--- src/hdl/cexr_defs.svh ---
/*
  constants of the exception entry and return unit: status word fields,
  mode codes, bank indices, vectors, link offsets, register offsets.
  assumes: included by bare name wherever these names are used.
*/
`ifndef CEXR_DEFS_SVH
`define CEXR_DEFS_SVH

// status word field positions
`define CEXR_BIT_N      31
`define CEXR_BIT_Z      30
`define CEXR_BIT_C      29
`define CEXR_BIT_V      28
`define CEXR_BIT_J      24
`define CEXR_BIT_I      7
`define CEXR_BIT_F      6
`define CEXR_BIT_T      5
`define CEXR_MODE_HI    4
`define CEXR_MODE_LO    0
`define CEXR_COND_HI    31
`define CEXR_COND_LO    28
`define CEXR_STATUS_RST 32'h0000_00D3

// mode field codes
`define CEXR_MODE_USR   5'h10
`define CEXR_MODE_FIQ   5'h11
`define CEXR_MODE_IRQ   5'h12
`define CEXR_MODE_SVC   5'h13
`define CEXR_MODE_ABT   5'h17
`define CEXR_MODE_UND   5'h1B
`define CEXR_MODE_SYS   5'h1F

// bank indices
`define CEXR_BK_USR     3'h0
`define CEXR_BK_FIQ     3'h1
`define CEXR_BK_IRQ     3'h2
`define CEXR_BK_SVC     3'h3
`define CEXR_BK_ABT     3'h4
`define CEXR_BK_UND     3'h5

// vector addresses
`define CEXR_VEC_RST    32'h0000_0000
`define CEXR_VEC_UND    32'h0000_0004
`define CEXR_VEC_SWI    32'h0000_0008
`define CEXR_VEC_PABT   32'h0000_000C
`define CEXR_VEC_DABT   32'h0000_0010
`define CEXR_VEC_IRQ    32'h0000_0018
`define CEXR_VEC_FIQ    32'h0000_001C

// link and return offsets
`define CEXR_OFF_0      32'h0000_0000
`define CEXR_OFF_2      32'h0000_0002
`define CEXR_OFF_4      32'h0000_0004
`define CEXR_OFF_8      32'h0000_0008

// breakpoint encodings, wide and compressed
`define CEXR_BRK_MASK   32'h0FF0_00F0
`define CEXR_BRK_VAL    32'h0120_0070
`define CEXR_SBRK_MASK  32'h0000_FF00
`define CEXR_SBRK_VAL   32'h0000_BE00

// register byte offsets
`define CEXR_A_STATUS   8'h00
`define CEXR_A_SAVED    8'h04
`define CEXR_A_LINK     8'h08
`define CEXR_A_STACK    8'h0C
`define CEXR_A_HI0      8'h10
`define CEXR_A_FETCH    8'h24
`define CEXR_A_EVENT    8'h28
`define CEXR_A_STEP     8'h04

`endif

--- src/hdl/cexr_pkg.sv ---
/*
  types of the exception entry and return unit.
  assumes: referenced as cexr_pkg::name, never imported.
*/
package cexr_pkg;
  // exception kinds, in order of priority, reset highest
  typedef enum logic [2:0] {
    CEXR_EXC_NONE = 3'h0,
    CEXR_EXC_RST  = 3'h1,
    CEXR_EXC_DABT = 3'h2,
    CEXR_EXC_FIQ  = 3'h3,
    CEXR_EXC_IRQ  = 3'h4,
    CEXR_EXC_PABT = 3'h5,
    CEXR_EXC_UND  = 3'h6,
    CEXR_EXC_SWI  = 3'h7
  } cexr_exc_t;
endpackage

--- src/hdl/cexr_exception_unit.sv ---
/*
  exception entry and return sequencer with banked link, saved status,
  stack pointer and fast-interrupt high registers, on an ahb-lite slave.
  assumes: one clock, execute-stage signals synchronous to it, single
  word transfers only, hsel already decoded for this block's region.
*/
// Behaviour
// - wide state: link gets pc plus 4/8
// - compressed state: link gets pc plus 2/4/8
// - entry copies status into mode's saved word
// - entry forces status mode field to exception
// - entry redirects fetch to exception vector
// - each exception mode keeps its own stack pointer, sys mode shares the usr one
// - entry sets irq mask flag, fast mask flag too on fiq and reset entry
// - return loads link minus offset, restores status
// - fast interrupt owns private r8 to r14
// - fetch abort raised only at execute
// - flushed aborted instruction raises nothing
// - breakpoint acts as fetch abort
// - breakpoint deferred to execute, dropped if flushed
// - wide instruction runs only if condition holds
`include "cexr_defs.svh"
`timescale 1ns/1ns
`default_nettype none

module cexr_exception_unit #(
  parameter int NUM_BANKS = 6,          // usr, fiq, irq, svc, abt, und
  parameter int HI_REGS   = 5           // private r8..r12 of fast mode
) (
  input  wire logic        clock,
  input  wire logic        sys_rst,
  input  wire logic        hsel,
  input  wire logic [31:0] haddr,
  input  wire logic [1:0]  htrans,
  input  wire logic        hwrite,
  input  wire logic [2:0]  hsize,
  input  wire logic [31:0] hwdata,
  input  wire logic        hready,
  output logic             hreadyout,
  output logic [31:0]      hrdata,
  output logic             hresp,
  input  wire logic        ex_valid,
  input  wire logic [31:0] ex_instr,
  input  wire logic [31:0] ex_pc,
  input  wire logic        ex_fetch_abort,
  input  wire logic        ex_flush,
  input  wire logic        reset_req,
  input  wire logic        dabt_req,
  input  wire logic        fiq_req,
  input  wire logic        irq_req,
  input  wire logic        undef_req,
  input  wire logic        swi_req,
  input  wire logic        ret_req,
  output logic             fetch_redirect,
  output logic [31:0]      fetch_addr,
  output logic [31:0]      status_word,
  output logic [2:0]       exc_taken
);

  ////////////////////////////////////////////////////////////////////////
  // decoding functions
  // bank that holds a mode's private registers
  function automatic logic [2:0] bank_of(input logic [4:0] mode);
    case (mode)
      `CEXR_MODE_FIQ: bank_of = `CEXR_BK_FIQ;
      `CEXR_MODE_IRQ: bank_of = `CEXR_BK_IRQ;
      `CEXR_MODE_SVC: bank_of = `CEXR_BK_SVC;
      `CEXR_MODE_ABT: bank_of = `CEXR_BK_ABT;
      `CEXR_MODE_UND: bank_of = `CEXR_BK_UND;
      default:        bank_of = `CEXR_BK_USR;
    endcase
  endfunction
  // mode entered for each exception
  function automatic logic [4:0] exc_mode(input cexr_pkg::cexr_exc_t e);
    case (e)
      cexr_pkg::CEXR_EXC_FIQ:  exc_mode = `CEXR_MODE_FIQ;
      cexr_pkg::CEXR_EXC_IRQ:  exc_mode = `CEXR_MODE_IRQ;
      cexr_pkg::CEXR_EXC_DABT: exc_mode = `CEXR_MODE_ABT;
      cexr_pkg::CEXR_EXC_PABT: exc_mode = `CEXR_MODE_ABT;
      cexr_pkg::CEXR_EXC_UND:  exc_mode = `CEXR_MODE_UND;
      default:                 exc_mode = `CEXR_MODE_SVC;
    endcase
  endfunction
  // vector of each exception
  function automatic logic [31:0] exc_vec(input cexr_pkg::cexr_exc_t e);
    case (e)
      cexr_pkg::CEXR_EXC_UND:  exc_vec = `CEXR_VEC_UND;
      cexr_pkg::CEXR_EXC_SWI:  exc_vec = `CEXR_VEC_SWI;
      cexr_pkg::CEXR_EXC_PABT: exc_vec = `CEXR_VEC_PABT;
      cexr_pkg::CEXR_EXC_DABT: exc_vec = `CEXR_VEC_DABT;
      cexr_pkg::CEXR_EXC_IRQ:  exc_vec = `CEXR_VEC_IRQ;
      cexr_pkg::CEXR_EXC_FIQ:  exc_vec = `CEXR_VEC_FIQ;
      default:                 exc_vec = `CEXR_VEC_RST;
    endcase
  endfunction
  // offset added to the execute pc to form the saved return address
  function automatic logic [31:0] link_off(input cexr_pkg::cexr_exc_t e, input logic short_st);
    case (e)
      cexr_pkg::CEXR_EXC_DABT: link_off = `CEXR_OFF_8;
      cexr_pkg::CEXR_EXC_UND,
      cexr_pkg::CEXR_EXC_SWI:  link_off = short_st ? `CEXR_OFF_2 : `CEXR_OFF_4;
      cexr_pkg::CEXR_EXC_RST:  link_off = `CEXR_OFF_0;
      default:                 link_off = `CEXR_OFF_4;
    endcase
  endfunction
  // condition field check against the status flags
  function automatic logic cond_pass(input logic [3:0] c, input logic [31:0] s);
    logic n, z, cy, v;
    {n, z, cy, v} = s[`CEXR_BIT_N:`CEXR_BIT_V];
    case (c)
      4'h0: cond_pass = z;
      4'h1: cond_pass = !z;
      4'h2: cond_pass = cy;
      4'h3: cond_pass = !cy;
      4'h4: cond_pass = n;
      4'h5: cond_pass = !n;
      4'h6: cond_pass = v;
      4'h7: cond_pass = !v;
      4'h8: cond_pass = cy && !z;
      4'h9: cond_pass = !cy || z;
      4'hA: cond_pass = n == v;
      4'hB: cond_pass = n != v;
      4'hC: cond_pass = !z && (n == v);
      4'hD: cond_pass = z || (n != v);
      4'hE: cond_pass = 1'b1;
      default: cond_pass = 1'b0;
    endcase
  endfunction

  ////////////////////////////////////////////////////////////////////////
  // state
  logic [31:0] status_reg;                 // current status word
  logic [31:0] saved_reg  [NUM_BANKS];     // saved status per mode
  logic [31:0] link_reg   [NUM_BANKS];     // link register per mode
  logic [31:0] sp_reg     [NUM_BANKS];     // banked stack pointer per mode
  logic [31:0] hi_usr_reg [HI_REGS];       // r8..r12 of all other modes
  logic [31:0] hi_fiq_reg [HI_REGS];       // r8..r12 private to fast mode
  logic        abt_data_reg;               // abort bank entered by data abort
  logic        fetch_redirect_reg;         // one-cycle redirect strobe
  logic [31:0] fetch_addr_reg;             // redirect target
  cexr_pkg::cexr_exc_t exc_reg;            // last exception taken
  logic        dph_wr_reg;                 // write data phase pending
  logic        dph_rd_reg;                 // read data phase pending
  logic [7:0]  dph_addr_reg;               // data phase offset
  logic        hreadyout_reg;              // slave ready
  logic [31:0] hrdata_reg;                 // read data

  ////////////////////////////////////////////////////////////////////////
  // execute stage qualification and priority
  logic [2:0]  cur_bank;                   // bank of current mode
  logic        narrow;                     // compressed state
  logic        ex_exec;                    // instruction really executes
  logic        is_brk;                     // breakpoint in execute
  logic        pabt_hit;                   // fetch abort reaches execute
  cexr_pkg::cexr_exc_t win;                // winning exception this cycle
  logic        ret_fire;                   // return taken this cycle
  logic [31:0] ret_off;                    // return offset of current mode
  logic [31:0] ret_status;                 // saved word of current mode
  assign cur_bank = bank_of(status_reg[`CEXR_MODE_HI:`CEXR_MODE_LO]);
  assign narrow   = status_reg[`CEXR_BIT_T];
  // compressed instructions carry no condition field
  assign ex_exec  = ex_valid && !ex_flush &&
                    (narrow || cond_pass(ex_instr[`CEXR_COND_HI:`CEXR_COND_LO], status_reg));
  assign is_brk   = narrow ? ((ex_instr & `CEXR_SBRK_MASK) == `CEXR_SBRK_VAL)
                           : ((ex_instr & `CEXR_BRK_MASK) == `CEXR_BRK_VAL);
  // tagged abort raised only once in execute and not flushed
  assign pabt_hit = (ex_valid && !ex_flush && ex_fetch_abort) ||
                    (ex_exec && !ex_fetch_abort && is_brk);
  // fixed priority, reset highest
  always_comb begin
    if (reset_req)
      win = cexr_pkg::CEXR_EXC_RST;
    else if (dabt_req)
      win = cexr_pkg::CEXR_EXC_DABT;
    else if (fiq_req && !status_reg[`CEXR_BIT_F])
      win = cexr_pkg::CEXR_EXC_FIQ;
    else if (irq_req && !status_reg[`CEXR_BIT_I])
      win = cexr_pkg::CEXR_EXC_IRQ;
    else if (pabt_hit)
      win = cexr_pkg::CEXR_EXC_PABT;
    else if (ex_exec && undef_req)
      win = cexr_pkg::CEXR_EXC_UND;
    else if (ex_exec && swi_req)
      win = cexr_pkg::CEXR_EXC_SWI;
    else
      win = cexr_pkg::CEXR_EXC_NONE;
  end
  // return offset: interrupts and aborts step back, calls do not
  always_comb begin
    case (cur_bank)
      `CEXR_BK_FIQ, `CEXR_BK_IRQ: ret_off = `CEXR_OFF_4;
      `CEXR_BK_ABT:               ret_off = abt_data_reg ? `CEXR_OFF_8 : `CEXR_OFF_4;
      default:                    ret_off = `CEXR_OFF_0;
    endcase
  end
  assign ret_status = saved_reg[cur_bank];
  // user mode has nothing to return from
  assign ret_fire   = ret_req && (win == cexr_pkg::CEXR_EXC_NONE) && (cur_bank != `CEXR_BK_USR);

  ////////////////////////////////////////////////////////////////////////
  // ahb-lite slave: writes zero wait, reads one wait state
  logic ap_take;                           // address phase accepted
  logic wr_en;                             // write commits this cycle
  logic [31:0] rd_mux;                     // read data of dph offset
  assign ap_take     = hsel && htrans[1] && hready;
  assign wr_en       = dph_wr_reg && hready;
  always_ff @(posedge clock or posedge sys_rst) begin
    if (sys_rst) begin
      dph_wr_reg    <= 1'b0;
      dph_rd_reg    <= 1'b0;
      dph_addr_reg  <= 8'h00;
      hreadyout_reg <= 1'b1;
      hrdata_reg    <= 32'h0000_0000;
    end else begin
      if (hready) begin
        dph_wr_reg   <= ap_take && hwrite;
        dph_rd_reg   <= ap_take && !hwrite;
        dph_addr_reg <= haddr[7:0];
      end
      // a read holds hready low one cycle, then presents data
      if (ap_take && !hwrite) begin
        hreadyout_reg <= 1'b0;
      end else if (!hreadyout_reg) begin
        hreadyout_reg <= 1'b1;
        hrdata_reg    <= rd_mux;
      end
    end
  end
  // read decode, unmapped offsets read zero
  always_comb begin
    rd_mux = 32'h0000_0000;
    case (dph_addr_reg)
      `CEXR_A_STATUS: rd_mux = status_reg;
      `CEXR_A_SAVED:  rd_mux = saved_reg[cur_bank];
      `CEXR_A_LINK:   rd_mux = link_reg[cur_bank];
      `CEXR_A_STACK:  rd_mux = sp_reg[cur_bank];
      `CEXR_A_FETCH:  rd_mux = fetch_addr_reg;
      `CEXR_A_EVENT:  rd_mux = {29'h0000_0000, exc_reg};
      default: begin
        for (int i = 0; i < HI_REGS; i++) begin
          if (dph_addr_reg == `CEXR_A_HI0 + 8'(i) * `CEXR_A_STEP)
            rd_mux = (cur_bank == `CEXR_BK_FIQ) ? hi_fiq_reg[i] : hi_usr_reg[i];
        end
      end
    endcase
  end

  ////////////////////////////////////////////////////////////////////////
  // current status word
  always_ff @(posedge clock or posedge sys_rst) begin
    if (sys_rst) begin
      status_reg <= `CEXR_STATUS_RST;
    end else if (win != cexr_pkg::CEXR_EXC_NONE) begin
      status_reg <= status_reg;
      status_reg[`CEXR_MODE_HI:`CEXR_MODE_LO] <= exc_mode(win);
      status_reg[`CEXR_BIT_I] <= 1'b1;
      if (win == cexr_pkg::CEXR_EXC_FIQ || win == cexr_pkg::CEXR_EXC_RST)
        status_reg[`CEXR_BIT_F] <= 1'b1;
      status_reg[`CEXR_BIT_T] <= 1'b0;
      status_reg[`CEXR_BIT_J] <= 1'b0;
    end else if (ret_fire) begin
      status_reg <= ret_status;
    end else if (wr_en && dph_addr_reg == `CEXR_A_STATUS) begin
      status_reg <= hwdata;
    end
  end

  ////////////////////////////////////////////////////////////////////////
  // per-mode banks: entry wins over a bus write to the same bank
  for (genvar b = 0; b < NUM_BANKS; b++) begin : g_bank
    always_ff @(posedge clock or posedge sys_rst) begin
      if (sys_rst) begin
        saved_reg[b] <= 32'h0000_0000;
        link_reg[b]  <= 32'h0000_0000;
        sp_reg[b]    <= 32'h0000_0000;
      end else if (win != cexr_pkg::CEXR_EXC_NONE && bank_of(exc_mode(win)) == 3'(b)) begin
        saved_reg[b] <= status_reg;
        link_reg[b]  <= ex_pc + link_off(win, narrow);
      end else if (wr_en && cur_bank == 3'(b)) begin
        if (dph_addr_reg == `CEXR_A_SAVED)
          saved_reg[b] <= hwdata;
        if (dph_addr_reg == `CEXR_A_LINK)
          link_reg[b] <= hwdata;
        if (dph_addr_reg == `CEXR_A_STACK)
          sp_reg[b] <= hwdata;
      end
    end
  end
  // fast mode sees its own r8..r12, every other mode the shared set
  for (genvar h = 0; h < HI_REGS; h++) begin : g_hi
    always_ff @(posedge clock or posedge sys_rst) begin
      if (sys_rst) begin
        hi_usr_reg[h] <= 32'h0000_0000;
        hi_fiq_reg[h] <= 32'h0000_0000;
      end else if (wr_en && dph_addr_reg == `CEXR_A_HI0 + 8'(h) * `CEXR_A_STEP) begin
        if (cur_bank == `CEXR_BK_FIQ)
          hi_fiq_reg[h] <= hwdata;
        else
          hi_usr_reg[h] <= hwdata;
      end
    end
  end

  ////////////////////////////////////////////////////////////////////////
  // fetch redirect and event record
  always_ff @(posedge clock or posedge sys_rst) begin
    if (sys_rst) begin
      fetch_redirect_reg <= 1'b0;
      fetch_addr_reg     <= `CEXR_VEC_RST;
      exc_reg            <= cexr_pkg::CEXR_EXC_NONE;
      abt_data_reg       <= 1'b0;
    end else begin
      fetch_redirect_reg <= (win != cexr_pkg::CEXR_EXC_NONE) || ret_fire;
      if (win != cexr_pkg::CEXR_EXC_NONE) begin
        fetch_addr_reg <= exc_vec(win);
        exc_reg        <= win;
      end else if (ret_fire) begin
        fetch_addr_reg <= link_reg[cur_bank] - ret_off;
      end
      if (win == cexr_pkg::CEXR_EXC_DABT || win == cexr_pkg::CEXR_EXC_PABT)
        abt_data_reg <= (win == cexr_pkg::CEXR_EXC_DABT);
    end
  end

  assign hreadyout      = hreadyout_reg;
  assign hrdata         = hrdata_reg;
  assign hresp          = 1'b0;
  assign fetch_redirect = fetch_redirect_reg;
  assign fetch_addr     = fetch_addr_reg;
  assign status_word    = status_reg;
  assign exc_taken      = exc_reg;
endmodule // cexr_exception_unit

`default_nettype wire

--- config.mk ---
export PLATFORM = sky130hd
export DESIGN_NAME = cexr_exception_unit
export DESIGN_NICKNAME = d
export VERILOG_FILES = /design/src/hdl/cexr_pkg.sv /design/src/hdl/cexr_exception_unit.sv
export VERILOG_INCLUDE_DIRS = /design/src /design/src/hdl
export SDC_FILE = /design/constraint.sdc
export NUM_CORES = 2
export LEC_CHECK = 0
export BUFFER_PORTS_ARGS = -buffer_cell sky130_fd_sc_hd__buf_2
export CORE_ASPECT_RATIO = 2
export CORE_MARGIN = 2
export CORE_UTILIZATION = 35
export DETAILED_ROUTE_END_ITERATION = 16
export PLACE_DENSITY_LB_ADDON = 0.12
export SLEW_MARGIN = 20
export SYNTH_ARGS = -nofsm -noshare
export SYNTH_HDL_FRONTEND = slang
export SYNTH_SLANG_ARGS = --single-unit
--- constraint.sdc ---
create_clock -name clock -period 58.1 [get_ports clock]
set_input_delay 11.62 -clock clock [delete_from_list [all_inputs] [get_ports clock]]
set_output_delay 11.62 -clock clock [all_outputs]
set_load 0.005 [all_outputs]
* Yosys cells after proc, flatten, opt, wreduce, memory -nomap -nowiden
Index checks and enable logic that the tools add are counted.
Widths: inputs -> output; s select.
** Word-level totals
- Memories kept :: 0
- Register bits after elaboration :: 1007
- Bits in writable memories :: 0
- Bits in latches :: 0
- Bits in read-only memories :: 0
** Operators by class
- Divide/modulo/power cells :: 0
- Multipliers :: 0
- Bitwise gates (word level) :: 11
- Eq/ne operators :: 56
- $lt $le $gt $ge :: 1
- Shifts and indexed selects :: 0
- Reductions and logical operators :: 114
- Add/sub/neg operators :: 7
- Multiplexer cells :: 76
** Operators by type and width (number)
- $mux 32 :: 52
- $bmux 32 s3 :: 3
- $add 32x32->32 :: 6
- $pmux 32 s6 :: 1
- $eq 5x5->1 const B :: 10
- $reduce_and 2->1 :: 25
- $reduce_bool 2->1 :: 20
- $logic_and 1x1->1 :: 36
- $eq 8x5->1 const B :: 4
- $sub 32x32->32 :: 1
- $pmux 3 s5 :: 2
- $pmux 5 s6 :: 1
- $eq 4x4->1 const B :: 7
- $mux 25 :: 1
- $eq 3x3->1 const B :: 8
- $eq 8x6->1 const B :: 3
- $mux 3 :: 8
- $eq 3x2->1 const B :: 6
- $reduce_and 3->1 :: 6
- $eq 4x3->1 const B :: 4
- $eq 8x4->1 const B :: 2
- $pmux 4 s4 :: 1
- $pmux 1 s15 :: 1
- $eq 12x9->1 const B :: 1
- other kinds (22) :: 56

* Depth between registers and ports, before layout
- Word-level depth :: 23
- Depth in mapped cells :: 21
- Depth with buffers taken out :: 20

* Least setup slack after synthesis
No wires, ideal clock.
- Path type :: input -> register
- Start point :: input ex_instr[29]
- End point :: register link_reg[189] (netlist bit)
- Arrival time :: 15.454 ns
- Setup slack :: 42.509 ns
- Stages on the path :: 21
- Data required time :: 57.963 ns
- Buffers on the path :: 1
- Cells stage by stage :: buf_2 -> or4b_1 -> o21ai_1 -> a222oi_1 -> a31oi_1 -> o21ai_2 -> a21oi_1 -> nand2_1 -> nor3_1 -> ha_1 -> inv_1 -> fa_1 -> nor2b_1 -> nor2_1 -> nor2_1 -> nand2_1 -> or3_1 -> nor2_1 -> nand3_1 -> xor2_1 -> o21ai_0
** Between the ends
- Word-level cells in the longest chain between the ends :: 21
- Elaborated cells between the ends (all ways) :: 56
** RTL lines
- from (decl) :: RTL line cexr_exception_unit.sv:43 : input wire logic [31:0] ex_instr,
- $eq 4x4->1 (tied with other cells) :: RTL line cexr_exception_unit.sv:110 : case (c)
- $pmux 1 s15 (*) :: RTL line cexr_exception_unit.sv:110
- $logic_or 1x1->1 (*) :: RTL line cexr_exception_unit.sv:163 : (narrow || cond_pass(ex_instr[`CEXR_COND_HI:`CEXR_COND_LO], status_reg));
- $logic_and 1x1->1 (*) :: RTL line cexr_exception_unit.sv:162 : assign ex_exec = ex_valid && !ex_flush &&
- $logic_and 1x1->1, on equally long branches :: RTL line cexr_exception_unit.sv:183, cexr_exception_unit.sv:168
- $mux 3 / $logic_and 1x1->1 (equally long branches) :: RTL line cexr_exception_unit.sv:183, cexr_exception_unit.sv:168
- $mux 3 / $logic_or 1x1->1 (equally long branches) :: RTL line cexr_exception_unit.sv:181, cexr_exception_unit.sv:167
- $mux 3 (*) :: RTL line cexr_exception_unit.sv:179 : else if (pabt_hit)
- $mux 3 (*) :: RTL line cexr_exception_unit.sv:177 : else if (irq_req && !status_reg[`CEXR_BIT_I])
- $mux 3 (*) :: RTL line cexr_exception_unit.sv:175 : else if (fiq_req && !status_reg[`CEXR_BIT_F])
- $mux 3 (*) :: RTL line cexr_exception_unit.sv:173 : else if (dabt_req)
- $mux 3 (*) :: RTL line cexr_exception_unit.sv:171 : if (reset_req)
- parallel branches: the longest is 9 deep, another holds $add 32x32->32
- to (signal, indexed assignment) :: RTL line cexr_exception_unit.sv:278 : link_reg[b] <= ex_pc + link_off(win, narrow);
- to (signal, indexed assignment) :: RTL line cexr_exception_unit.sv:283 : link_reg[b] <= hwdata;
- to (decl) :: RTL line cexr_exception_unit.sv:134 : logic [31:0] link_reg [NUM_BANKS];
Every way passes the cells marked *. The select of a mux whose other input is x is not followed.
A chain may end at the register's enable or synchronous reset.

* Worst setup path after layout
- Start point :: input ex_instr[31]
- End point :: register link_reg[31] (netlist bit)
** Between the ends
- Word-level cells in the longest chain between the ends :: 21
- Elaborated cells between the ends (all ways) :: 56
** RTL lines (RTL line)
- $eq 4x4->1 (tied with other cells) :: cexr_exception_unit.sv:110
- $pmux 1 s15 (*) :: cexr_exception_unit.sv:110
- $logic_or 1x1->1 (*) :: cexr_exception_unit.sv:163
- $logic_and 1x1->1 (*) :: cexr_exception_unit.sv:162
- $logic_and 1x1->1, on equally long branches :: cexr_exception_unit.sv:183, cexr_exception_unit.sv:168
- $mux 3 / $logic_and 1x1->1 (equally long branches) :: cexr_exception_unit.sv:183, cexr_exception_unit.sv:168
- $mux 3 / $logic_or 1x1->1 (equally long branches) :: cexr_exception_unit.sv:181, cexr_exception_unit.sv:167
- $mux 3 (*) :: cexr_exception_unit.sv:179
- $mux 3 (*) :: cexr_exception_unit.sv:177
- $mux 3 (*) :: cexr_exception_unit.sv:175
- $mux 3 (*) :: cexr_exception_unit.sv:173
- $mux 3 (*) :: cexr_exception_unit.sv:171
- parallel branches: the longest is 9 deep, another holds $add 32x32->32
Marked as above.

==> flow_summary.json <==
{
  "status": "complete, no violations",
  "slowest_delay_ns": 0.91,
  "switchingPower_mw": 0.6570,
  "core_region_area_um2": 142700,
  "grt_pass1_vias": 38340,
  "setup_viol": 0,
  "drv_slew": 0,
  "vias_per_cell": 5.721,
  "routedWlPerCell_um": 27.89,
  "cts.sinks": 1007,
  "cp-end-kind": "flop",
  "max_freq_ghz": 0.05886,
  "rsz0062_at_grt": "no",
  "dr_total_vias": 37680,
  "p_int_mw": 1.339,
  "yosys_warnings": 0,
  "ioPinCount": 250,
  "r2r_start": "status_word[30]",
  "wl_um": 183700,
  "dp.cells": 6402,
  "min_from": "hrdata[9]",
  "clk_pin_slew_ns": 0.06,
  "power.leakage_nw": 27.11,
  "synth_commonest_cells": "1001 x dfrtp_1, 470 x mux2i_1, 468 x mux2_2, 382 x nor2_1, 374 x nand2_1",
  "grt_usage_pct": 24.74,
  "yosys.cell_types.count": 79,
  "die_y_um": 540.5,
  "cts_buffers": 97,
  "grt_max_degree": 172,
  "clockPowerShare_pct": 33.7,
  "start_kind": "primary input",
  "cts_resized": 0,
  "ys_seq_elements": 1007,
  "clk_path_buf_depth": 3,
  "synth.top_cell.area_share_pct": 49.72,
  "syn2layout_area_growth_pct": 11.72,
  "htree_levels": 3,
  "yosysSeqAreaShare_pct": 50.04,
  "worst_hold_slack_ns": 0.4812,
  "cellPowerDensity_nw_per_um2": 35.48,
  "ys_async_sr_fraction_pct": 100.0,
  "crit_slowest_cell": "mux2i_1",
  "final-seq-area_um2": 25210,
  "cts_tree": "built",
  "overflow": 0,
  "cp.buffers_inverters": 2,
  "crit_required_ns": 58.66,
  "stdcell_count": 6586,
  "crit_arrival_ns": 17.54,
  "synth_area_leaders": "dfrtp_1 50%, mux2_2 10%, mux2i_1 9.3%",
  "power_frac_comb_pct": 22.3,
  "ant_nets": 0,
  "drt_iter0_markers": 2972,
  "pwr-share-seq_pct": 44.0,
  "dp_hpwl_um": 117400,
  "postCtsHoldBufs": 0,
  "synth_nets": 4834,
  "cp_common_cell": "nor2_1",
  "syn-cell-area_um2": 50380,
  "synthCells": 4674,
  "hold_path_class": "reg2reg",
  "critPathLaunch": "ex_instr[31]",
  "totalPowerFinal_mw": 1.997,
  "slew-limit-headroom_pct": 21.18,
  "hold_viol_final": 0,
  "worst-path-max-fanout": 8,
  "path_cells": "buf_2 -> and3b_1 -> a22oi_1 -> mux2i_1 -> a31oi_1 -> nand4bb_4 -> and2_1 -> nor3_1 -> ha_1 -> inv_1 -> fa_1 -> nor2b_1 -> nor2_1 -> nor2_1 -> nand2_1 -> or3_1 -> nor2_1 -> nand3_1 -> xor2_1 -> o21ai_0",
  "yosys.area.top_type": "dfrtp_1",
  "rows": 196,
  "synth-edff-count": 0,
  "multi_input_area_um2": 23440,
  "grt_antenna_before_repair": 6,
  "first_pass_iters": 8,
  "skew_ns": 0.03035,
  "maxCapViolCount": 0,
  "start_util_pct": 35.30,
  "route.detailed.drc": 0,
  "worstMarginPinSlew_ns": 1.174,
  "finalCritPeriodShare_pct": 29.24,
  "setup_tns_ns": 0,
  "clock-root-buffer": "clkbuf_16",
  "grt_pass1_wl_um": 270000,
  "drive_above_1_share_pct": 21.82,
  "path_delay_family": "simple AND/OR/NAND/NOR gates",
  "layout.nets": 4780,
  "n_fill_cell": 14080,
  "insertion_delay_ns": 0.72,
  "path_class": "in2reg",
  "die_w_um": 272.3,
  "post_cts.repair.setup_buffers": 0,
  "synth_most_common_cell": "dfrtp_1",
  "port_buffers": 212,
  "gp_congestion": 0.8558,
  "peakVddDrop_uv": 23.64,
  "avgSynthCellArea_um2": 10.78,
  "fp.dieArea_um2": 147200,
  "p_sw_share_pct": 32.91,
  "synth_ff_type": "dfrtp_1",
  "period_minus_slack_ns": 16.99
}
-- cells by family (layout without fill, tap and decap cells) --
group | Yosys count | count (layout) | share of synthesized area [%]
and+or+nand+nor | 1034 | 1034 | 9.018
AOI/OAI and AO/OA | 984 | 984 | 12.41
other | 1 | 4 | 0.007444
buffers and inverters | 493 | 521 | 4.058
muxes | 1094 | 1094 | 23.29
xor gates and xnor gates | 48 | 48 | 0.8345
DFF | 1007 | 1007 | 50.04
adders and majority gates | 13 | 13 | 0.3477
-- worst register-to-register path, cell delays in order (launching register included) --
cell	delay, ns
dfrtp_1	0.69
and3b_1	0.25
a22oi_1	0.21
mux2i_1	0.91
a31oi_1	0.26
nand4bb_4	0.34
and2_1	0.23
nor3_1	0.46
ha_1	0.27
inv_1	0.06
fa_1	0.43
nor2b_1	0.17
nor2_1	0.10
nor2_1	0.15
nand2_1	0.35
or3_1	0.55
nor2_1	0.23
nand3_1	0.14
xor2_1	0.58
o21ai_0	0.17
-- stage by stage --
stage / setup WS [ns] / instance area [µm²] / util, %
after floorplan: 18.16 / 50380 / -
final: 41.11 / 56280 / 39.43
after detailed placement: 40.30 / 52990 / 37.13
after CTS: 41.05 / 56270 / 39.43
after global placement: 40.30 / 52990 / 37.13
after global routing: 40.70 / 56270 / 39.43
-- placed cells by master (no fill, tap or decap), drive strengths merged, types with 57 or more instances in the layout --
| cell | count |
|---|---|
| dfrtp | 1001 |
| mux2 | 624 |
| mux2i | 470 |
| nor2 | 382 |
| nand2 | 374 |
| a21oi | 334 |
| buf | 317 |
| o21ai | 206 |
| clkbuf | 148 |
| a221oi | 108 |
| o22ai | 107 |
| nor3 | 66 |
| nand3 | 62 |
| a222oi | 57 |
-- final cells by class --
class                      instances  share of cell area (%)
timing repair buffer             317                   3.375
multi-input combinational       3174                   41.65
tap                             1881                   4.182
clock inverter                    33                  0.7448
inverter                          23                  0.1667
antenna                            3                 0.01334
clock buffer                     148                   5.084
sequential                      1007                   44.79
-- path summary, 6_finish.rpt --
kind	endpoint	slack [ns]	cells after the start
max in group asynchronous	saved_reg[150]	43.85	5
worst min-delay path	hrdata[9]	0.48	2
min in group asynchronous	hi_usr_reg[76]	11.05	2
worst min register to register	hrdata[9]	0.48	2
worst max-delay path	link_reg[31]	41.11	20
worst max register to register	link_reg[31]	51.40	19
-- power groups by stage --
| stage | registers (mW) | clock network (mW) | logic, mW |
|---|---|---|---|
| CTS | 0.878 | 0.690 | 0.447 |
| detailed placement | 0.891 | 0 | 0.445 |
| global placement | 0.889 | 0 | 0.439 |
| finish | 0.879 | 0.672 | 0.445 |
| global route | 0.892 | 0.714 | 0.487 |
| floorplan | 0.856 | 0 | 0.307 |
-- routing by layer --
layer / track usage [%] / wire, µm / up-vias
met5: 0 / 7 / -
met4: 7.821 / 5753 / 2
met3: 3.459 / 8577 / 259
met2: 44.19 / 94620 / 1049
met1: 30.52 / 74730 / 19570
li1: - / - / 16800
Power figures use the tool's default switching activity.
